### src/logic/fault_status_pkg.sv
// constants shared by the fault status register bank
package fault_status_pkg;
    localparam logic [6:0] SUPPLY_ADDR = 7'h41;
    localparam logic [6:0] THERMAL_ADDR = 7'h42;
    localparam logic [6:0] DEVICE_ADDR = 7'h43;
    localparam logic [6:0] BUS_ADDR = 7'h44;
    localparam int FRAME_BITS = 16;
    localparam int ADDR_LSB = 0;
    localparam int ACCESS_BIT = 7;
    localparam logic [7:0] SUPPLY_RST = 8'h80;
    localparam logic [7:0] ZERO_RST = 8'h00;
    localparam logic [7:0] SUPPLY_MASK = 8'hfd;
    localparam logic [7:0] THERMAL_MASK = 8'h07;
    localparam logic [7:0] BUS_MASK = 8'h67;
    localparam int SUP_POR = 7;
    localparam int SUP_LIN_UV = 6;
    localparam int SUP_MAIN_OV = 5;
    localparam int SUP_SEC_OT = 4;
    localparam int SUP_SEC_UV = 3;
    localparam int SUP_MAIN_SC = 2;
    localparam int SUP_MAIN_UV = 0;
    localparam int TH_SEVERE = 2;
    localparam int TH_FIRST = 1;
    localparam int TH_PREWARN = 0;
    localparam int DEV_PRIOR_LSB = 6;
    localparam int DEV_CLAMP = 5;
    localparam int DEV_FSI = 4;
    localparam int DEV_WD_LSB = 2;
    localparam int DEV_SPI = 1;
    localparam int DEV_FO = 0;
    localparam int BUS_LIN_LSB = 5;
    localparam int BUS_CAN_LSB = 1;
    localparam int BUS_CAN_UV = 0;
    localparam logic [1:0] PRIOR_FAIL = 2'b01;
    localparam logic [1:0] PRIOR_SLEEP = 2'b10;
    localparam logic [1:0] WD_MAX = 2'b10;
    localparam logic [1:0] CODE_TSD = 2'b01;
    localparam logic [1:0] CODE_TXD = 2'b10;
    localparam logic [1:0] CODE_BUS = 2'b11;
    localparam logic [1:0] TRX_OFF = 2'b00;
    localparam logic [1:0] TRX_WAKE = 2'b01;
    localparam logic [1:0] TRX_RXONLY = 2'b10;
    localparam logic [1:0] TRX_NORMAL = 2'b11;
    localparam int TX_ENABLE_NS = 10000;
    localparam int CLK_NS = 10;
    localparam int TX_ENABLE_CYC = (TX_ENABLE_NS + CLK_NS - 1) / CLK_NS;
    localparam int TXC_W = 10;
endpackage

### src/logic/transceiver_guard.sv
// per-transceiver fault code and transmitter re-enable logic
`timescale 1ns/10ps
module transceiver_guard
    import fault_status_pkg::*;
(
    input wire logic mclk_i,
    input wire logic srst_i,
    input wire logic ce_i,
    input wire logic [1:0] mode_i,
    input wire logic tsd_i,
    input wire logic txd_dom_i,
    input wire logic bus_dom_i,
    input wire logic txd_high_i,
    input wire logic bus_recessive_i,
    input wire logic uv_i,
    output logic [1:0] code_o,
    output logic tx_en_o
);
    logic fault_r;
    logic [TXC_W-1:0] cnt_r;
    logic idle;
    assign idle = (mode_i == TRX_OFF) || (mode_i == TRX_WAKE);
    always_comb begin
        if (tsd_i) begin
            code_o = CODE_TSD;
        end else if (bus_dom_i && !(bus_recessive_i || idle)) begin
            code_o = CODE_BUS;
        end else if (txd_dom_i && !(txd_high_i || idle)) begin
            code_o = CODE_TXD;
        end else begin
            code_o = 2'b00;
        end
    end
    // transmitter stays off after a fault until data high for the enable time
    always_ff @(posedge mclk_i) begin
        if (srst_i) begin
            fault_r <= 1'b0;
            cnt_r <= '0;
        end else if (ce_i) begin
            if (code_o != 2'b00 || uv_i) begin
                fault_r <= 1'b1;
                cnt_r <= '0;
            end else if (fault_r) begin
                if (!txd_high_i) begin
                    cnt_r <= '0;
                end else if (cnt_r == TXC_W'(TX_ENABLE_CYC - 1)) begin
                    fault_r <= 1'b0;
                end else begin
                    cnt_r <= cnt_r + 1'b1;
                end
            end
        end
    end
    assign tx_en_o = !fault_r && code_o == 2'b00 && !uv_i;
endmodule

### src/logic/status_flag_byte.sv
// eight sticky flags with host clear, set winning over clear
`timescale 1ns/10ps
module status_flag_byte
    import fault_status_pkg::*;
(
    input wire logic mclk_i,
    input wire logic srst_i,
    input wire logic ce_i,
    input wire logic [7:0] rst_val_i,
    input wire logic [7:0] mask_i,
    input wire logic [7:0] set_i,
    input wire logic clr_i,
    output logic [7:0] flags_o
);
    logic [7:0] flags_r;
    genvar g;
    generate
        for (g = 0; g < 8; g++) begin : gbit
            always_ff @(posedge mclk_i) begin
                if (srst_i) begin
                    flags_r[g] <= rst_val_i[g] & mask_i[g];
                end else if (ce_i) begin
                    if (set_i[g] && mask_i[g]) begin
                        flags_r[g] <= 1'b1;
                    end else if (clr_i) begin
                        flags_r[g] <= 1'b0;
                    end
                end
            end
        end
    endgenerate
    assign flags_o = flags_r;
endmodule

### src/logic/fault_status_bank.sv
// fault status register bank behind a 16-bit serial command port
`timescale 1ns/10ps
module fault_status_bank
    import fault_status_pkg::*;
(
    input wire logic mclk_i,
    input wire logic srst_i,
    input wire logic ce_i,
    input wire logic soft_rst_i,
    input wire logic cmd_valid_i,
    input wire logic [15:0] cmd_frame_i,
    input wire logic cmd_invalid_i,
    input wire logic por_i,
    input wire logic main_reg_on_i,
    input wire logic second_reg_on_i,
    input wire logic [1:0] lin_mode_i,
    input wire logic [1:0] can_mode_i,
    input wire logic can_wake_seen_i,
    input wire logic overvolt_reset_enable_i,
    input wire logic main_uv_i,
    input wire logic main_ov_i,
    input wire logic main_sc_i,
    input wire logic second_uv_i,
    input wire logic second_ot_i,
    input wire logic lin_supply_uv_i,
    input wire logic can_supply_uv_i,
    input wire logic severe_tsd_i,
    input wire logic first_tsd_i,
    input wire logic prewarn_i,
    input wire logic reset_clamped_i,
    input wire logic failsafe_input_bad_i,
    input wire logic fail_outputs_on_i,
    input wire logic watchdog_fail_counter_i,
    input wire logic wd_good_i,
    input wire logic restart_i,
    input wire logic restart_fail_i,
    input wire logic restart_sleep_i,
    input wire logic lin_tsd_i,
    input wire logic lin_txdata_dominant_timeout_i,
    input wire logic lin_bus_dominant_timeout_i,
    input wire logic lin_txd_high_i,
    input wire logic lin_recessive_i,
    input wire logic can_tsd_i,
    input wire logic can_txdata_dominant_timeout_i,
    input wire logic can_bus_dominant_timeout_i,
    input wire logic can_txd_high_i,
    input wire logic can_recessive_i,
    output logic rd_valid_o,
    output logic [7:0] rd_data_o,
    output logic cmd_reject_o,
    output logic failsafe_req_o,
    output logic lin_tx_en_o,
    output logic can_tx_en_o
);
    // pin-level inputs pass a three-stage synchroniser; a change counts when stages 2 and 3 agree
    localparam int NSYNC = 17;
    logic [NSYNC-1:0] raw;
    logic [NSYNC-1:0] s1_r;
    logic [NSYNC-1:0] s2_r;
    logic [NSYNC-1:0] s3_r;
    logic [NSYNC-1:0] lvl_r;
    assign raw = {main_uv_i, main_ov_i, main_sc_i, second_uv_i, second_ot_i, lin_supply_uv_i,
                  can_supply_uv_i, severe_tsd_i, first_tsd_i, prewarn_i, reset_clamped_i,
                  lin_txd_high_i, lin_recessive_i, can_txd_high_i, can_recessive_i,
                  failsafe_input_bad_i, por_i};
    always_ff @(posedge mclk_i) begin
        if (srst_i) begin
            s1_r <= '0;
            s2_r <= '0;
            s3_r <= '0;
            lvl_r <= '0;
        end else if (ce_i) begin
            s1_r <= raw;
            s2_r <= s1_r;
            s3_r <= s2_r;
            for (int i = 0; i < NSYNC; i++) begin
                if (s2_r[i] == s3_r[i]) begin
                    lvl_r[i] <= s3_r[i];
                end
            end
        end
    end
    logic m_uv, m_ov, m_sc, s_uv, s_ot, l_uv, c_uv, t_sev, t_first, t_pw, clamp;
    logic l_txh, l_rec, c_txh, c_rec, fsi_bad, por_seen;
    assign {m_uv, m_ov, m_sc, s_uv, s_ot, l_uv, c_uv, t_sev, t_first, t_pw, clamp,
            l_txh, l_rec, c_txh, c_rec, fsi_bad, por_seen} = lvl_r;

    // command decode
    function automatic logic hits(input logic [15:0] f, input logic [6:0] a);
        return f[8 + ADDR_LSB +: 7] == a;
    endfunction
    logic good_cmd;
    logic clr_cmd;
    logic clr_sup, clr_th, clr_dev, clr_bus;
    logic bank_rst;
    assign bank_rst = srst_i || soft_rst_i;
    assign good_cmd = cmd_valid_i && !cmd_invalid_i;
    assign clr_cmd = good_cmd && cmd_frame_i[ACCESS_BIT + 8];
    assign clr_sup = clr_cmd && hits(cmd_frame_i, SUPPLY_ADDR);
    assign clr_th = clr_cmd && hits(cmd_frame_i, THERMAL_ADDR);
    assign clr_dev = clr_cmd && hits(cmd_frame_i, DEVICE_ADDR);
    assign clr_bus = clr_cmd && hits(cmd_frame_i, BUS_ADDR);

    // supply flags with suppression while the regulator or LINs are inactive
    logic lin_active;
    logic [7:0] sup_set;
    logic [7:0] sup_q;
    assign lin_active = (lin_mode_i == TRX_RXONLY) || (lin_mode_i == TRX_NORMAL);
    always_comb begin
        sup_set = 8'h00;
        sup_set[SUP_POR] = por_seen;
        sup_set[SUP_LIN_UV] = l_uv && lin_active;
        sup_set[SUP_MAIN_OV] = m_ov;
        sup_set[SUP_SEC_OT] = s_ot && second_reg_on_i;
        sup_set[SUP_SEC_UV] = s_uv && second_reg_on_i;
        sup_set[SUP_MAIN_SC] = m_sc && main_reg_on_i;
        sup_set[SUP_MAIN_UV] = m_uv && main_reg_on_i;
    end
    // soft reset leaves the power-on history alone, only a true reset loads it
    status_flag_byte u_sup (
        .mclk_i(mclk_i),
        .srst_i(srst_i),
        .ce_i(ce_i),
        .rst_val_i(SUPPLY_RST),
        .mask_i(SUPPLY_MASK),
        .set_i(sup_set),
        .clr_i(clr_sup),
        .flags_o(sup_q)
    );

    logic [7:0] th_set;
    logic [7:0] th_q;
    logic lin_first_tsd, can_first_tsd;
    assign th_set = {5'b0, t_sev, t_first || lin_first_tsd || can_first_tsd, t_pw};
    status_flag_byte u_th (
        .mclk_i(mclk_i),
        .srst_i(bank_rst),
        .ce_i(ce_i),
        .rst_val_i(ZERO_RST),
        .mask_i(THERMAL_MASK),
        .set_i(th_set),
        .clr_i(clr_th),
        .flags_o(th_q)
    );

    // device history register
    logic [1:0] prior_state_field_r;
    logic reset_clamped_high_flag_r, failsafe_input_fail_flag_r;
    logic [1:0] watchdog_fail_counter_r;
    logic spi_fail_r, fail_outputs_active_flag_r;
    logic ov_counts;
    assign ov_counts = m_ov && overvolt_reset_enable_i;
    always_ff @(posedge mclk_i) begin
        if (bank_rst) begin
            prior_state_field_r <= 2'b00;
        end else if (ce_i) begin
            if (restart_i && (restart_fail_i || ov_counts)) begin
                prior_state_field_r <= PRIOR_FAIL;
            end else if (restart_i && restart_sleep_i) begin
                prior_state_field_r <= PRIOR_SLEEP;
            end else if (clr_dev) begin
                prior_state_field_r <= 2'b00;
            end
        end
    end
    always_ff @(posedge mclk_i) begin
        if (bank_rst) begin
            reset_clamped_high_flag_r <= 1'b0;
            failsafe_input_fail_flag_r <= 1'b0;
            spi_fail_r <= 1'b0;
            fail_outputs_active_flag_r <= 1'b0;
        end else if (ce_i) begin
            reset_clamped_high_flag_r <= clamp || (reset_clamped_high_flag_r && !clr_dev);
            failsafe_input_fail_flag_r <= fsi_bad
                || (failsafe_input_fail_flag_r && !clr_dev);
            spi_fail_r <= (cmd_valid_i && cmd_invalid_i) || (spi_fail_r && !clr_dev);
            fail_outputs_active_flag_r <= fail_outputs_on_i
                || (fail_outputs_active_flag_r && !clr_dev);
        end
    end
    // counter ignores the host clear; only a good trigger empties it
    always_ff @(posedge mclk_i) begin
        if (bank_rst) begin
            watchdog_fail_counter_r <= 2'b00;
        end else if (ce_i) begin
            if (watchdog_fail_counter_i && watchdog_fail_counter_r != WD_MAX) begin
                watchdog_fail_counter_r <= watchdog_fail_counter_r + 2'b01;
            end else if (wd_good_i && !watchdog_fail_counter_i) begin
                watchdog_fail_counter_r <= 2'b00;
            end
        end
    end
    logic [7:0] dev_q;
    assign dev_q = {prior_state_field_r, reset_clamped_high_flag_r, failsafe_input_fail_flag_r,
                    watchdog_fail_counter_r, spi_fail_r, fail_outputs_active_flag_r};

    // bus faults
    logic [1:0] lin_code, can_code;
    logic lin_tx_ok, can_tx_ok;
    logic can_uv_on;
    assign can_uv_on = (can_mode_i == TRX_NORMAL) || (can_mode_i == TRX_RXONLY)
        || ((can_mode_i == TRX_WAKE) && can_wake_seen_i);
    transceiver_guard u_lin (
        .mclk_i(mclk_i),
        .srst_i(bank_rst),
        .ce_i(ce_i),
        .mode_i(lin_mode_i),
        .tsd_i(lin_tsd_i),
        .txd_dom_i(lin_txdata_dominant_timeout_i),
        .bus_dom_i(lin_bus_dominant_timeout_i),
        .txd_high_i(l_txh),
        .bus_recessive_i(l_rec),
        .uv_i(l_uv && lin_active),
        .code_o(lin_code),
        .tx_en_o(lin_tx_ok)
    );
    transceiver_guard u_can (
        .mclk_i(mclk_i),
        .srst_i(bank_rst),
        .ce_i(ce_i),
        .mode_i(can_mode_i),
        .tsd_i(can_tsd_i),
        .txd_dom_i(can_txdata_dominant_timeout_i),
        .bus_dom_i(can_bus_dominant_timeout_i),
        .txd_high_i(c_txh),
        .bus_recessive_i(c_rec),
        .uv_i(c_uv && can_uv_on),
        .code_o(can_code),
        .tx_en_o(can_tx_ok)
    );
    assign lin_first_tsd = lin_code == CODE_TSD;
    assign can_first_tsd = can_code == CODE_TSD;
    // a code change overwrites the held code; clear wins only when no fault is active
    logic [1:0] lin_one_fault_code_r, can_code_r;
    logic can_supply_undervolt_flag_r;
    always_ff @(posedge mclk_i) begin
        if (bank_rst) begin
            lin_one_fault_code_r <= 2'b00;
            can_code_r <= 2'b00;
            can_supply_undervolt_flag_r <= 1'b0;
        end else if (ce_i) begin
            if (lin_code != 2'b00) begin
                lin_one_fault_code_r <= lin_code;
            end else if (clr_bus) begin
                lin_one_fault_code_r <= 2'b00;
            end
            if (can_code != 2'b00) begin
                can_code_r <= can_code;
            end else if (clr_bus) begin
                can_code_r <= 2'b00;
            end
            can_supply_undervolt_flag_r <= (c_uv && can_uv_on)
                || (can_supply_undervolt_flag_r && !clr_bus);
        end
    end
    logic [7:0] bus_q;
    assign bus_q = {1'b0, lin_one_fault_code_r, 2'b00, can_code_r,
                    can_supply_undervolt_flag_r} & BUS_MASK;

    // read path: data shows the value before any clear of the same frame
    logic [7:0] rd_sel;
    always_comb begin
        unique case (cmd_frame_i[14:8])
            SUPPLY_ADDR: rd_sel = sup_q & SUPPLY_MASK;
            THERMAL_ADDR: rd_sel = th_q & THERMAL_MASK;
            DEVICE_ADDR: rd_sel = dev_q;
            BUS_ADDR: rd_sel = bus_q;
            default: rd_sel = 8'h00;
        endcase
    end
    always_ff @(posedge mclk_i) begin
        if (srst_i) begin
            rd_valid_o <= 1'b0;
            rd_data_o <= 8'h00;
            cmd_reject_o <= 1'b0;
        end else if (ce_i) begin
            rd_valid_o <= good_cmd;
            cmd_reject_o <= cmd_valid_i && cmd_invalid_i;
            if (good_cmd) begin
                rd_data_o <= rd_sel;
            end
        end
    end
    always_ff @(posedge mclk_i) begin
        if (srst_i) begin
            failsafe_req_o <= 1'b0;
            lin_tx_en_o <= 1'b0;
            can_tx_en_o <= 1'b0;
        end else if (ce_i) begin
            failsafe_req_o <= t_sev;
            lin_tx_en_o <= lin_tx_ok && lin_active;
            can_tx_en_o <= can_tx_ok && !(c_uv && can_uv_on);
        end
    end
endmodule

### config.mk
export PLATFORM = sky130hd
export DESIGN_NAME = fault_status_bank
export DESIGN_NICKNAME = d
export VERILOG_FILES = /design/src/logic/fault_status_pkg.sv /design/src/logic/transceiver_guard.sv /design/src/logic/status_flag_byte.sv /design/src/logic/fault_status_bank.sv
export SDC_FILE = /design/constraint.sdc
export NUM_CORES = 1
export LEC_CHECK = 0
export BUFFER_PORTS_ARGS = -buffer_cell sky130_fd_sc_hd__buf_2
export CAP_MARGIN = 20
export CORE_MARGIN = 2
export CORE_UTILIZATION = 52
export CTS_BUF_LIST = sky130_fd_sc_hd__clkbuf_8
export DETAILED_ROUTE_END_ITERATION = 10
export PLACE_DENSITY = 0.8
export REMOVE_ABC_BUFFERS = 1
export SYNTH_ARGS = -nofsm -noshare
export SYNTH_HDL_FRONTEND = slang
export SYNTH_SLANG_ARGS = --single-unit
### constraint.sdc
create_clock -name mclk_i -period 4.7 [get_ports mclk_i]
set_input_delay 0.235 -clock mclk_i [delete_from_list [all_inputs] [get_ports mclk_i]]
set_output_delay 0.235 -clock mclk_i [all_outputs]
set_load 0.01 [all_outputs]
==> results of run 1 <==
==> how the worst max path moves through the flow <==
stage                                from                 endpoint  slack (ns)  cells past startpoint
final                      u_can.cnt_r[0]           u_can.cnt_r[6]        2.48                      6
after global routing       u_can.cnt_r[0]           u_can.cnt_r[6]        2.26                      6
after CTS                  u_can.cnt_r[0]           u_can.cnt_r[6]        2.55                      6
after detailed placement             ce_i           u_can.cnt_r[8]        2.43                      7
after global placement               ce_i           u_can.cnt_r[8]        2.52                      7
after floorplan           cmd_frame_i[11]  lin_one_fault_code_r[0]        2.95                      5
==> cell usage in the layout, fill, tap and decap left out, types with 18 or more instances in the layout <==
master and count:
sky130_fd_sc_hd__nand2_1 41, sky130_fd_sc_hd__a21o_1 19, sky130_fd_sc_hd__dfxtp_1 126, sky130_fd_sc_hd__o21ai_0 30, sky130_fd_sc_hd__clkbuf_8 19, sky130_fd_sc_hd__a21oi_1 47
sky130_fd_sc_hd__a22oi_1 18, sky130_fd_sc_hd__nor2_1 85, sky130_fd_sc_hd__mux2i_1 57, sky130_fd_sc_hd__buf_2 61
==> cells by family after synthesis <==
kind of cell / share of synthesized area (%)
and+or+nand+nor: 18.2
AOI/OAI and AO/OA: 19.9
DFF: 46.7
muxes: 10.6
buffers and inverters: 3.71
adders and majority gates: 0.695
xor gates and xnor gates: 0.162
==> routing by layer <==
layer	global-route usage, %	wire [µm]	vias to the layer above
li1	-	-	2266
met1	28.3	5360	2214
met2	36.1	5840	151
met3	5.81	700	21
met4	9.02	237	0
met5	0	0	-
==> through the flow <==
| stage | std cells | hold slack (ns) | setup slack (ns) | cell area [µm²] | util [%] |
|---|---|---|---|---|---|
| 2_1_floorplan | 561 | 0.304 | 2.95 | 5240 | - |
| 3_3_place_gp | 763 | 0.441 | 2.52 | 5750 | 56.4 |
| 3_5_place_dp | 763 | 0.448 | 2.43 | 5750 | 56.4 |
| 4_1_cts | 795 | 0.0306 | 2.55 | 6200 | 60.8 |
| 5_1_grt | 795 | 0.0482 | 2.26 | 6200 | 60.8 |
| 6_report | 795 | 0.0462 | 2.48 | 6200 | 60.8 |
==> worst max-delay path: stages, from the launching register on <==
cell and delay, ns:
sky130_fd_sc_hd__dfxtp_1 0.34, sky130_fd_sc_hd__ha_1 0.24, sky130_fd_sc_hd__nand2_1 0.12, sky130_fd_sc_hd__o41ai_1 0.09
sky130_fd_sc_hd__a31oi_1 0.73, sky130_fd_sc_hd__o21ai_0 0.26, sky130_fd_sc_hd__a32o_1 0.33
==> power groups by stage <==
stage	clock network (mW)	logic, mW	registers [mW]
after floorplan	0	0.0703	1.12
after global placement	0	0.140	1.12
after detailed placement	0	0.144	1.13
after CTS	1.06	0.146	1.10
after global routing	1.12	0.162	1.10
final	1.05	0.146	1.10
==> layout make-up <==
type / count / area [µm²] / area share (%)
clock buffer: 19 / 262 / 4.22
clock inverter: 13 / 186 / 3.01
inverter: 10 / 37.5 / 0.606
timing repair buffer: 66 / 343 / 5.53
sequential: 126 / 2520 / 40.7
multi-input combinational: 425 / 2680 / 43.2
tap: 136 / 170 / 2.75
==> registers in the layout (all words and copies together) (netlist names), 3 cells and up <==
name	flops
lvl_r	17
rd_data_o	8
s1_r	17
s2_r	17
s3_r	17
u_can.cnt_r	10
u_lin.cnt_r	10
u_sup.flags_o	7
u_th.flags_o	3
==> synthesized netlist by cell type (all sizes together) (4+ instances only) <==
cell,n
o21a,4
and3,9
nor3,7
a21oi,47
dfxtp,126
nor2,85
a21o,19
nand3,17
a311oi,9
nor3b,4
a32oi,8
nand2b,6
mux2i,57
buf,13
o32ai,4
a22oi,18
clkbuf,23
o21ai,33
nor4,5
nor2b,7
nand2,41
nand4,4
a32o,4
inv,10
==> impl_metrics.prom, run 1 <==
# TYPE chip_impl_metric gauge
chip_impl_info{name="status",value="finished clean"} 1
chip_impl_metric{name="viasPerCell",unit=""} 5.85
chip_impl_metric{name="clock.fmax",unit="MHz"} 450
chip_impl_metric{name="dr_total_vias",unit=""} 4652
chip_impl_metric{name="reg2reg_slack",unit="ns"} 2.48
chip_impl_metric{name="drv.max_cap_violation_count",unit=""} 0
chip_impl_metric{name="insertedDiodeCount",unit=""} 0
chip_impl_metric{name="post_cts_hold_buffer_count",unit=""} 0
chip_impl_metric{name="power_density",unit="mW/mm²"} 370
chip_impl_metric{name="power.switching",unit="mW"} 0.541
chip_impl_metric{name="count_of_state_elements_after_synthesis",unit=""} 126
chip_impl_metric{name="yosysTopAreaCellShare",unit="%"} 46.7
chip_impl_metric{name="vdd_drop_max",unit="µV"} 313
chip_impl_metric{name="post-route-period-util",unit="%"} 47.3
chip_impl_metric{name="core_area",unit="mm²"} 0.0102
chip_impl_metric{name="routedWlPerCell",unit="µm"} 15.3
chip_impl_metric{name="finalSetupViolations",unit=""} 0
chip_impl_metric{name="dpl.hpwl",unit="µm"} 8030
chip_impl_metric{name="overflow",unit=""} 0
chip_impl_metric{name="gpl.final_weighted_congestion",unit=""} 0.830
chip_impl_info{name="synth.area.top_cells",value="sky130_fd_sc_hd__dfxtp_1 (47%), sky130_fd_sc_hd__mux2i_1 (11%), sky130_fd_sc_hd__nor2_1 (5.9%)"} 1
chip_impl_metric{name="worst_slew_pin_slew",unit="ns"} 0.892
chip_impl_info{name="rsz_0062_raised_after_global_routing",value="false"} 1
chip_impl_metric{name="synth_cells",unit=""} 597
chip_impl_info{name="setup.worst_path.start_class",value="flip-flop"} 1
chip_impl_metric{name="globalRouteTotalUtil",unit="%"} 22.3
chip_impl_metric{name="share_clk_of_total_power",unit="%"} 45.6
chip_impl_metric{name="seq_power_share",unit="%"} 48.0
chip_impl_metric{name="cts.repair_timing.setup_buffer_count",unit=""} 0
chip_impl_metric{name="synth_edf_count",unit=""} 0
chip_impl_metric{name="detail_route.iter0.violations",unit=""} 379
chip_impl_metric{name="power.static_leakage",unit="nW"} 2.56
chip_impl_metric{name="synth_area_per_cell",unit="µm²"} 9.04
chip_impl_metric{name="totalWireLength",unit="µm"} 12100
chip_impl_metric{name="starting_density",unit="%"} 53.0
chip_impl_metric{name="hold_depth",unit=""} 3
chip_impl_metric{name="maximum_number_of_pins_on_one_net_before_global_route_repair",unit=""} 77
chip_impl_info{name="worstSetupPathType",value="reg -> reg"} 1
chip_impl_info{name="ys_dominant_reg_cell",value="sky130_fd_sc_hd__dfxtp_1"} 1
chip_impl_metric{name="power.total",unit="mW"} 2.29
chip_impl_metric{name="proportion_of_layout_cells_with_a_drive_suffix_above_1",unit="%"} 16.2
chip_impl_metric{name="worst-r2r-cell-count",unit=""} 6
chip_impl_metric{name="io_buffer_count",unit=""} 62
chip_impl_metric{name="die_width",unit="µm"} 106
chip_impl_metric{name="clock_sink_count",unit=""} 126
chip_impl_metric{name="num-fill-cells",unit=""} 900
chip_impl_metric{name="synthesis.area",unit="mm²"} 0.00540
chip_impl_metric{name="worst_ep_required",unit="ns"} 5.02
chip_impl_info{name="destination_of_the_worst_hold_path",value="s1_r[12]"} 1
chip_impl_metric{name="proportion_of_power_drawn_by_combinational_gates",unit="%"} 6.4
chip_impl_metric{name="relSlewSlack",unit="%"} 40.3
chip_impl_metric{name="grt_pass1_wl",unit="µm"} 20300
chip_impl_metric{name="drcViolationCount",unit=""} 0
chip_impl_metric{name="netSwitchingFraction",unit="%"} 23.6
chip_impl_metric{name="cts-buffers-inserted",unit=""} 17
chip_impl_metric{name="timing.critical_path.fanout_max",unit=""} 11
chip_impl_metric{name="drt_pre_antenna_iters",unit=""} 5
chip_impl_metric{name="hold_violations",unit=""} 0
chip_impl_metric{name="worst_setup_hold_path_clk_slew",unit="ns"} 0.08
chip_impl_metric{name="worst_clock_skew",unit="ns"} 0.00998
chip_impl_metric{name="max-clock-path-buffers",unit=""} 2
chip_impl_metric{name="final_critical_delay_including_setup_and_external_delays",unit="ns"} 2.22
chip_impl_metric{name="floorplan.io_pins",unit=""} 72
chip_impl_info{name="hp-start",value="second_ot_i"} 1
chip_impl_info{name="netlist.top_cell.by_area",value="sky130_fd_sc_hd__dfxtp_1"} 1
chip_impl_info{name="r2r-end",value="u_can.cnt_r[6]"} 1
chip_impl_info{name="clockRootBuffer",value="sky130_fd_sc_hd__clkbuf_8"} 1
chip_impl_info{name="cts_tree",value="yes"} 1
chip_impl_metric{name="rows",unit=""} 37
chip_impl_metric{name="num-nets-final",unit=""} 708
chip_impl_metric{name="clock_latency",unit="ns"} 0.42
chip_impl_metric{name="post_synth_num_cell_types",unit=""} 55
chip_impl_info{name="hold_path.class",value="in -> reg"} 1
chip_impl_metric{name="worstPathArrival",unit="ns"} 2.54
chip_impl_info{name="worst_r2r_startpoint",value="u_can.cnt_r[0]"} 1
chip_impl_metric{name="final_antenna_violating_net_count",unit=""} 0
chip_impl_metric{name="floorplan.die.height",unit="µm"} 106
chip_impl_metric{name="synth-warning-count",unit=""} 0
chip_impl_metric{name="ctsResizeCount",unit=""} 0
chip_impl_metric{name="grt_antenna_before_repair",unit=""} 0
chip_impl_metric{name="final.setup.tns",unit="ns"} 0
chip_impl_metric{name="async_flop_share",unit="%"} 0
chip_impl_metric{name="areaGrowthSynthToFinish",unit="%"} 14.8
chip_impl_metric{name="floorplan.die_area",unit="mm²"} 0.0112
chip_impl_info{name="cp-end-kind",value="flip-flop"} 1
chip_impl_metric{name="synth-seq-area-share",unit="%"} 46.7
chip_impl_metric{name="cts.htree.levels",unit=""} 4
chip_impl_metric{name="cell_internal_pwr",unit="mW"} 1.75
chip_impl_metric{name="timing.final.max_slew_violations",unit=""} 0
chip_impl_metric{name="grt_pass1_vias",unit=""} 4424
Note: power is estimated with default switching activity, not from simulation.
==> run 2, diff against run 1 <==
==> constraint.sdc (replaced) <==
create_clock -name mclk_i -period 2.25 [get_ports mclk_i]
set_input_delay 0.1125 -clock mclk_i [delete_from_list [all_inputs] [get_ports mclk_i]]
set_output_delay 0.1125 -clock mclk_i [all_outputs]
set_load 0.01 [all_outputs]
==> impl_metrics.prom, run 2 (synthesis results as in run 1) <==
# TYPE chip_impl_metric gauge
chip_impl_metric{name="drcViolationCount",unit=""} 0
chip_impl_metric{name="worst-r2r-cell-count",unit=""} 6
chip_impl_metric{name="final_critical_delay_including_setup_and_external_delays",unit="ns"} 2.00
chip_impl_metric{name="die_width",unit="µm"} 106
chip_impl_info{name="hold_path.class",value="in -> reg"} 1
chip_impl_info{name="status",value="finished clean"} 1
chip_impl_info{name="worst_r2r_startpoint",value="u_can.cnt_r[0]"} 1
chip_impl_metric{name="routedWlPerCell",unit="µm"} 15.2
chip_impl_info{name="destination_of_the_worst_hold_path",value="prior_state_field_r[1]"} 1
chip_impl_metric{name="power.total",unit="mW"} 4.49
chip_impl_metric{name="drv.max_cap_violation_count",unit=""} 0
chip_impl_metric{name="worstPathArrival",unit="ns"} 2.32
chip_impl_metric{name="clock.fmax",unit="MHz"} 501
chip_impl_metric{name="dr_total_vias",unit=""} 4715
chip_impl_metric{name="seq_area",unit="mm²"} 0.00252
chip_impl_metric{name="grt_pass1_vias",unit=""} 4441
chip_impl_metric{name="share_clk_of_total_power",unit="%"} 41.1
chip_impl_metric{name="dpl.hpwl",unit="µm"} 8220
chip_impl_info{name="rsz_0062_raised_after_global_routing",value="false"} 1
chip_impl_metric{name="hold_violations",unit=""} 0
chip_impl_metric{name="rows",unit=""} 37
chip_impl_metric{name="seq_power_share",unit="%"} 51.3
chip_impl_metric{name="io_buffer_count",unit=""} 62
chip_impl_metric{name="timing.critical_path.fanout_max",unit=""} 11
chip_impl_metric{name="netSwitchingFraction",unit="%"} 26.4
chip_impl_metric{name="grt_pass1_wl",unit="µm"} 20500
chip_impl_metric{name="starting_density",unit="%"} 53.0
chip_impl_metric{name="drt_pre_antenna_iters",unit=""} 5
chip_impl_metric{name="gpl.final_weighted_congestion",unit=""} 0.880
chip_impl_metric{name="final_antenna_violating_net_count",unit=""} 0
chip_impl_metric{name="power.switching",unit="mW"} 1.18
chip_impl_info{name="hp-start",value="restart_fail_i"} 1
chip_impl_metric{name="reg2reg_slack",unit="ns"} 0.25
chip_impl_metric{name="worst_setup_hold_path_clk_slew",unit="ns"} 0.07
chip_impl_metric{name="num-nets-final",unit=""} 735
chip_impl_metric{name="hold_depth",unit=""} 3
chip_impl_metric{name="num-fill-cells",unit=""} 852
chip_impl_info{name="r2r-end",value="u_can.cnt_r[3]"} 1
chip_impl_metric{name="proportion_of_power_drawn_by_combinational_gates",unit="%"} 7.6
chip_impl_metric{name="viasPerCell",unit=""} 5.74
chip_impl_metric{name="grt_antenna_before_repair",unit=""} 0
chip_impl_info{name="cp-end-kind",value="flip-flop"} 1
chip_impl_metric{name="finalSetupViolations",unit=""} 0
chip_impl_metric{name="clock_latency",unit="ns"} 0.43
chip_impl_metric{name="clock_sink_count",unit=""} 126
chip_impl_metric{name="power.static_leakage",unit="nW"} 2.64
chip_impl_metric{name="cts-buffers-inserted",unit=""} 17
chip_impl_metric{name="globalRouteTotalUtil",unit="%"} 22.8
chip_impl_metric{name="relSlewSlack",unit="%"} 47.6
chip_impl_metric{name="max-clock-path-buffers",unit=""} 2
chip_impl_metric{name="floorplan.die_area",unit="mm²"} 0.0112
chip_impl_metric{name="power_density",unit="mW/mm²"} 704
chip_impl_metric{name="cell_internal_pwr",unit="mW"} 3.30
chip_impl_metric{name="timing.final.max_slew_violations",unit=""} 0
chip_impl_metric{name="overflow",unit=""} 0
chip_impl_metric{name="core_area",unit="mm²"} 0.0102
chip_impl_metric{name="worst_slew_pin_slew",unit="ns"} 0.786
chip_impl_metric{name="worst_clock_skew",unit="ns"} 0.00940
chip_impl_info{name="mostFrequentLayoutCell",value="sky130_fd_sc_hd__dfxtp_1"} 1
chip_impl_metric{name="detail_route.iter0.violations",unit=""} 355
chip_impl_info{name="setup.worst_path.start_class",value="flip-flop"} 1
chip_impl_metric{name="proportion_of_layout_cells_with_a_drive_suffix_above_1",unit="%"} 16.2
chip_impl_info{name="cts_tree",value="yes"} 1
chip_impl_metric{name="floorplan.die.height",unit="µm"} 106
chip_impl_metric{name="vdd_drop_max",unit="µV"} 482
chip_impl_info{name="mostFrequentLayoutCells",value="sky130_fd_sc_hd__dfxtp_1 (126), sky130_fd_sc_hd__nor2_1 (85), sky130_fd_sc_hd__buf_2 (61), sky130_fd_sc_hd__mux2i_1 (57), sky130_fd_sc_hd__a21oi_1 (47)"} 1
chip_impl_metric{name="final.setup.tns",unit="ns"} 0
chip_impl_metric{name="post-route-period-util",unit="%"} 88.7
chip_impl_metric{name="areaGrowthSynthToFinish",unit="%"} 18.2
chip_impl_metric{name="maximum_number_of_pins_on_one_net_before_global_route_repair",unit=""} 75
chip_impl_metric{name="insertedDiodeCount",unit=""} 0
chip_impl_info{name="worstSetupPathType",value="reg -> reg"} 1
chip_impl_metric{name="worst_ep_required",unit="ns"} 2.57
chip_impl_metric{name="floorplan.io_pins",unit=""} 72
chip_impl_info{name="clockRootBuffer",value="sky130_fd_sc_hd__clkbuf_8"} 1
chip_impl_metric{name="multi_input_area",unit="mm²"} 0.00268
chip_impl_metric{name="cts.htree.levels",unit=""} 4
chip_impl_metric{name="totalWireLength",unit="µm"} 12500
==> run 2: cell types whose count changed in the layout (fill, tap and decap cells not counted) <==
| cell | delta |
|---|---|
| sky130_fd_sc_hd__bufinv_16 | -3 |
| sky130_fd_sc_hd__clkbuf_8 | -2 |
| sky130_fd_sc_hd__dlygate4sd3_1 | +23 |
| sky130_fd_sc_hd__buf_4 | +4 |
| sky130_fd_sc_hd__clkinv_4 | +1 |
| sky130_fd_sc_hd__clkinv_2 | +1 |
| sky130_fd_sc_hd__inv_6 | +3 |
==> run 2: worst max path at each step <==
stage,startpoint,end,depth (start not counted)
after floorplan,lvl_r[11],u_lin.cnt_r[8],5
after global placement,u_can.cnt_r[0],u_can.cnt_r[3],6
after detailed placement,u_can.cnt_r[0],u_can.cnt_r[6],6
after CTS,u_can.cnt_r[0],u_can.cnt_r[6],6
after global routing,u_can.cnt_r[0],u_can.cnt_r[3],6
final,u_can.cnt_r[0],u_can.cnt_r[3],6
==> run 2: timing repair <==
item | in CTS | in global routing
hold buffers | 23 | 0
gates resized for setup | 0 | 0
setup buffers | 0 | 0
hold endpoints to repair | 26 | 0
==> run 2: routing by layer <==
layer / vias to the layer above / part of all wire [%] / track usage (%)
li1: 2307 / - / -
met1: 2244 / 44 / 29.5
met2: 143 / 48 / 37.0
met3: 21 / 5.7 / 4.89
met4: 0 / 1.8 / 9.49
met5: - / 0 / 0
==> run 2: area by class of cell <==
class	count	share of cell area, %
flip-flops and latches	126	39.5
well taps	136	2.67
inverters	10	0.588
clock inverters	15	2.14
clock buffers	17	3.67
multi-input cells	425	41.9
repair buffers	93	9.45
==> run 2: power by group through the flow <==
stage / combinational (mW) / clock [mW] / sequential [mW]
floorplan: 0.147 / 0 / 2.35
global placement: 0.297 / 0 / 2.35
detailed placement: 0.310 / 0 / 2.35
CTS: 0.341 / 1.87 / 2.30
global route: 0.376 / 1.97 / 2.31
finish: 0.343 / 1.84 / 2.30
==> run 2: worst max-delay path, cell delays in order (launching register included) <==
cell and delay [ns]:
sky130_fd_sc_hd__dfxtp_1 0.33, sky130_fd_sc_hd__ha_1 0.24, sky130_fd_sc_hd__nand2_1 0.10, sky130_fd_sc_hd__o41ai_1 0.08, sky130_fd_sc_hd__a31oi_1 0.65, sky130_fd_sc_hd__o21ai_0 0.20
sky130_fd_sc_hd__a32o_1 0.30
==> run 2: through the flow <==
stage          hold slack (ns)  cell area [µm²]  setup WS [ns]  utilization (%)  instances
2_1_floorplan            0.182             5240          0.545                -        561
3_3_place_gp             0.346             5780          0.321             56.7        767
3_5_place_dp             0.357             5780          0.240             56.7        767
4_1_cts               0.000209             6380          0.243             62.6        822
5_1_grt                 0.0473             6380         0.0469             62.6        822
6_report                0.0467             6380          0.253             62.6        822
==> run 3, diff against run 2 <==
--- a/config.mk
+++ b/config.mk
@@ -5,13 +5,14 @@
 export SDC_FILE = /design/constraint.sdc
 export NUM_CORES = 1
 export LEC_CHECK = 0
-export BUFFER_PORTS_ARGS = -buffer_cell sky130_fd_sc_hd__buf_2
 export CAP_MARGIN = 20
+export CORE_ASPECT_RATIO = 0.8
 export CORE_MARGIN = 2
 export CORE_UTILIZATION = 52
 export CTS_BUF_LIST = sky130_fd_sc_hd__clkbuf_8
 export DETAILED_ROUTE_END_ITERATION = 10
-export PLACE_DENSITY = 0.8
+export DONT_BUFFER_PORTS = 1
+export PLACE_DENSITY = 0.74
 export REMOVE_ABC_BUFFERS = 1
 export SYNTH_ARGS = -nofsm -noshare
 export SYNTH_HDL_FRONTEND = slang
==> impl_metrics.prom, run 3 (synthesis results as in run 1) <==
# TYPE chip_impl_metric gauge
chip_impl_metric{name="gpl.final_weighted_congestion",unit=""} 0.798
chip_impl_metric{name="timing.critical_path.fanout_max",unit=""} 11
chip_impl_metric{name="maximum_number_of_pins_on_one_net_before_global_route_repair",unit=""} 90
chip_impl_metric{name="share_clk_of_total_power",unit="%"} 45.1
chip_impl_metric{name="detail_route.iter0.violations",unit=""} 400
chip_impl_metric{name="overflow",unit=""} 0
chip_impl_metric{name="hold_violations",unit=""} 0
chip_impl_metric{name="relSlewSlack",unit="%"} 39.1
chip_impl_info{name="mostFrequentLayoutCells",value="sky130_fd_sc_hd__dfxtp_1 (126), sky130_fd_sc_hd__nor2_1 (85), sky130_fd_sc_hd__mux2i_1 (57), sky130_fd_sc_hd__dlygate4sd3_1 (50), sky130_fd_sc_hd__a21oi_1 (47)"} 1
chip_impl_metric{name="post-route-period-util",unit="%"} 95.4
chip_impl_metric{name="io_buffer_count",unit=""} 0
chip_impl_info{name="cts_tree",value="yes"} 1
chip_impl_metric{name="cts.htree.levels",unit=""} 4
chip_impl_info{name="worstSetupPathType",value="reg -> reg"} 1
chip_impl_metric{name="num-nets-final",unit=""} 696
chip_impl_metric{name="final_critical_path_setup_slack",unit="ns"} 0.104
chip_impl_metric{name="seq_power_share",unit="%"} 48.2
chip_impl_metric{name="grt_pass1_vias",unit=""} 4479
chip_impl_metric{name="multi_input_area",unit="mm²"} 0.00268
chip_impl_metric{name="grt_pass1_wl",unit="µm"} 21300
chip_impl_metric{name="finalSetupViolations",unit=""} 0
chip_impl_metric{name="clock_sink_count",unit=""} 126
chip_impl_info{name="setup.worst_path.start_class",value="flip-flop"} 1
chip_impl_metric{name="drt_pre_antenna_iters",unit=""} 6
chip_impl_info{name="cp-end-kind",value="flip-flop"} 1
chip_impl_info{name="cp_slowest_cell",value="sky130_fd_sc_hd__a31oi_1"} 1
chip_impl_metric{name="final_core_utilization",unit="%"} 63.2
chip_impl_info{name="hold_path.class",value="in -> reg"} 1
chip_impl_metric{name="grt_antenna_before_repair",unit=""} 1
chip_impl_metric{name="seq_area",unit="mm²"} 0.00252
chip_impl_metric{name="drcViolationCount",unit=""} 0
chip_impl_metric{name="power_density",unit="mW/mm²"} 745
chip_impl_metric{name="drv.max_cap_violation_count",unit=""} 0
chip_impl_metric{name="max-clock-path-buffers",unit=""} 2
chip_impl_metric{name="clock_latency",unit="ns"} 0.45
chip_impl_metric{name="dp_worst_slack",unit="ns"} 0.138
chip_impl_metric{name="vdd_drop_max",unit="µV"} 550
chip_impl_metric{name="viasPerCell",unit=""} 5.93
chip_impl_metric{name="areaGrowthSynthToFinish",unit="%"} 18.9
chip_impl_info{name="mostFrequentLayoutCell",value="sky130_fd_sc_hd__dfxtp_1"} 1
chip_impl_info{name="rsz_0062_raised_after_global_routing",value="false"} 1
chip_impl_metric{name="floorplan.io_pins",unit=""} 72
chip_impl_metric{name="netSwitchingFraction",unit="%"} 23.6
chip_impl_metric{name="worst_ep_required",unit="ns"} 2.59
chip_impl_metric{name="insertedDiodeCount",unit=""} 0
chip_impl_metric{name="clock.fmax",unit="MHz"} 466
chip_impl_metric{name="globalRouteTotalUtil",unit="%"} 24.3
chip_impl_metric{name="cts-buffers-inserted",unit=""} 17
chip_impl_metric{name="cell_internal_pwr",unit="mW"} 3.65
chip_impl_metric{name="power.static_leakage",unit="nW"} 2.51
chip_impl_metric{name="worst_clock_skew",unit="ns"} 0.0141
chip_impl_metric{name="final_critical_delay_including_setup_and_external_delays",unit="ns"} 2.15
chip_impl_info{name="clockRootBuffer",value="sky130_fd_sc_hd__clkbuf_8"} 1
chip_impl_metric{name="rows",unit=""} 33
chip_impl_metric{name="worst_setup_hold_path_clk_slew",unit="ns"} 0.08
chip_impl_metric{name="starting_density",unit="%"} 53.1
chip_impl_metric{name="totalWireLength",unit="µm"} 13400
chip_impl_metric{name="dr_total_vias",unit=""} 4659
chip_impl_metric{name="worst_slew_pin_slew",unit="ns"} 0.909
chip_impl_metric{name="floorplan.die_area",unit="mm²"} 0.0112
chip_impl_metric{name="worstPathArrival",unit="ns"} 2.48
chip_impl_metric{name="final_antenna_violating_net_count",unit=""} 0
chip_impl_info{name="cp_cell_sequence",value="ha_1, nand2_1, o41ai_1, a31oi_1, o21ai_0, a32o_1"} 1
chip_impl_metric{name="ctsResizeCount",unit=""} 0
chip_impl_metric{name="num-fill-cells",unit=""} 902
chip_impl_info{name="status",value="finished clean"} 1
chip_impl_metric{name="dpl.hpwl",unit="µm"} 7920
chip_impl_metric{name="proportion_of_power_drawn_by_combinational_gates",unit="%"} 6.7
chip_impl_metric{name="final.setup.tns",unit="ns"} 0
chip_impl_metric{name="worst_path_largest_cell_delay",unit="ns"} 0.75
chip_impl_metric{name="timing.final.max_slew_violations",unit=""} 0
chip_impl_metric{name="die_width",unit="µm"} 118
chip_impl_metric{name="power.switching",unit="mW"} 1.13
chip_impl_metric{name="routedWlPerCell",unit="µm"} 17.1
chip_impl_metric{name="floorplan.die.height",unit="µm"} 95.1
chip_impl_metric{name="core_area",unit="mm²"} 0.0102
chip_impl_metric{name="proportion_of_layout_cells_with_a_drive_suffix_above_1",unit="%"} 6.81
run 3: cell types whose count changed in the layout (fill, tap and decap cells not counted):
cell	previous run	this run
sky130_fd_sc_hd__dlygate4sd3_1	23	50
sky130_fd_sc_hd__buf_4	9	2
sky130_fd_sc_hd__inv_6	5	1
sky130_fd_sc_hd__clkinv_2	3	1
sky130_fd_sc_hd__buf_2	61	0
sky130_fd_sc_hd__clkbuf_8	17	18
sky130_fd_sc_hd__bufinv_16	1	4
sky130_fd_sc_hd__clkinv_4	2	3
sky130_fd_sc_hd__buf_16	0	2
run 3: worst paths after layout:
check | start | endpoint | slack (ns) | depth (start not counted)
worst min-delay path | srst_i | s2_r[8] | 0.02 | 2
worst min register to register | u_th.flags_o[1] | u_th.flags_o[1] | 0.46 | 2
worst max-delay path | u_can.cnt_r[0] | u_can.cnt_r[6] | 0.10 | 6
worst max register to register | u_can.cnt_r[0] | u_can.cnt_r[6] | 0.10 | 6
run 3: metrics by stage:
step                area (µm²)  instances  total power [mW]  hold slack [ns]
floorplan                 5240        561              2.49            0.182
global placement          5430        703              2.52            0.192
detailed placement        5430        703              2.53            0.196
CTS                       6420        786              4.80          0.00191
global route              6420        786              4.94           0.0321
finish                    6420        786              4.78           0.0183
run 3: critical path: cells and delay by family, from the launching register on:
family	cells	cell delay [ns]
and+or+nand+nor	1	0.10
AOI/OAI and AO/OA	4	1.36
adders and majority gates	1	0.25
DFF	1	0.34
run 3: layer usage:
metal	wire [µm]	track usage [%]	up-vias
met5	0	0	-
li1	-	-	2235
met1	5850	28.5	2249
met2	6420	41.7	150
met3	908	8.01	25
met4	231	10.2	0
run 3: timing repair:
action                                 in CTS  in global routing
hold buffers                               52                  0
setup buffers                               0                  0
endpoints found under the hold margin     111                  0
run 3: cell type report:
type / count / share of cell area, %
clock buffer: 18 / 3.86
clock inverter: 13 / 2.96
inverter: 10 / 0.585
multi-input combinational: 425 / 41.7
sequential: 126 / 39.3
tap: 140 / 2.73
timing repair buffer: 54 / 8.89
run 3: power groups by stage:
stage / logic [mW] / registers [mW] / clock network, mW
floorplan: 0.147 / 2.35 / 0
global placement: 0.170 / 2.35 / 0
detailed placement: 0.179 / 2.35 / 0
CTS: 0.313 / 2.30 / 2.18
global route: 0.344 / 2.31 / 2.29
finish: 0.318 / 2.30 / 2.16
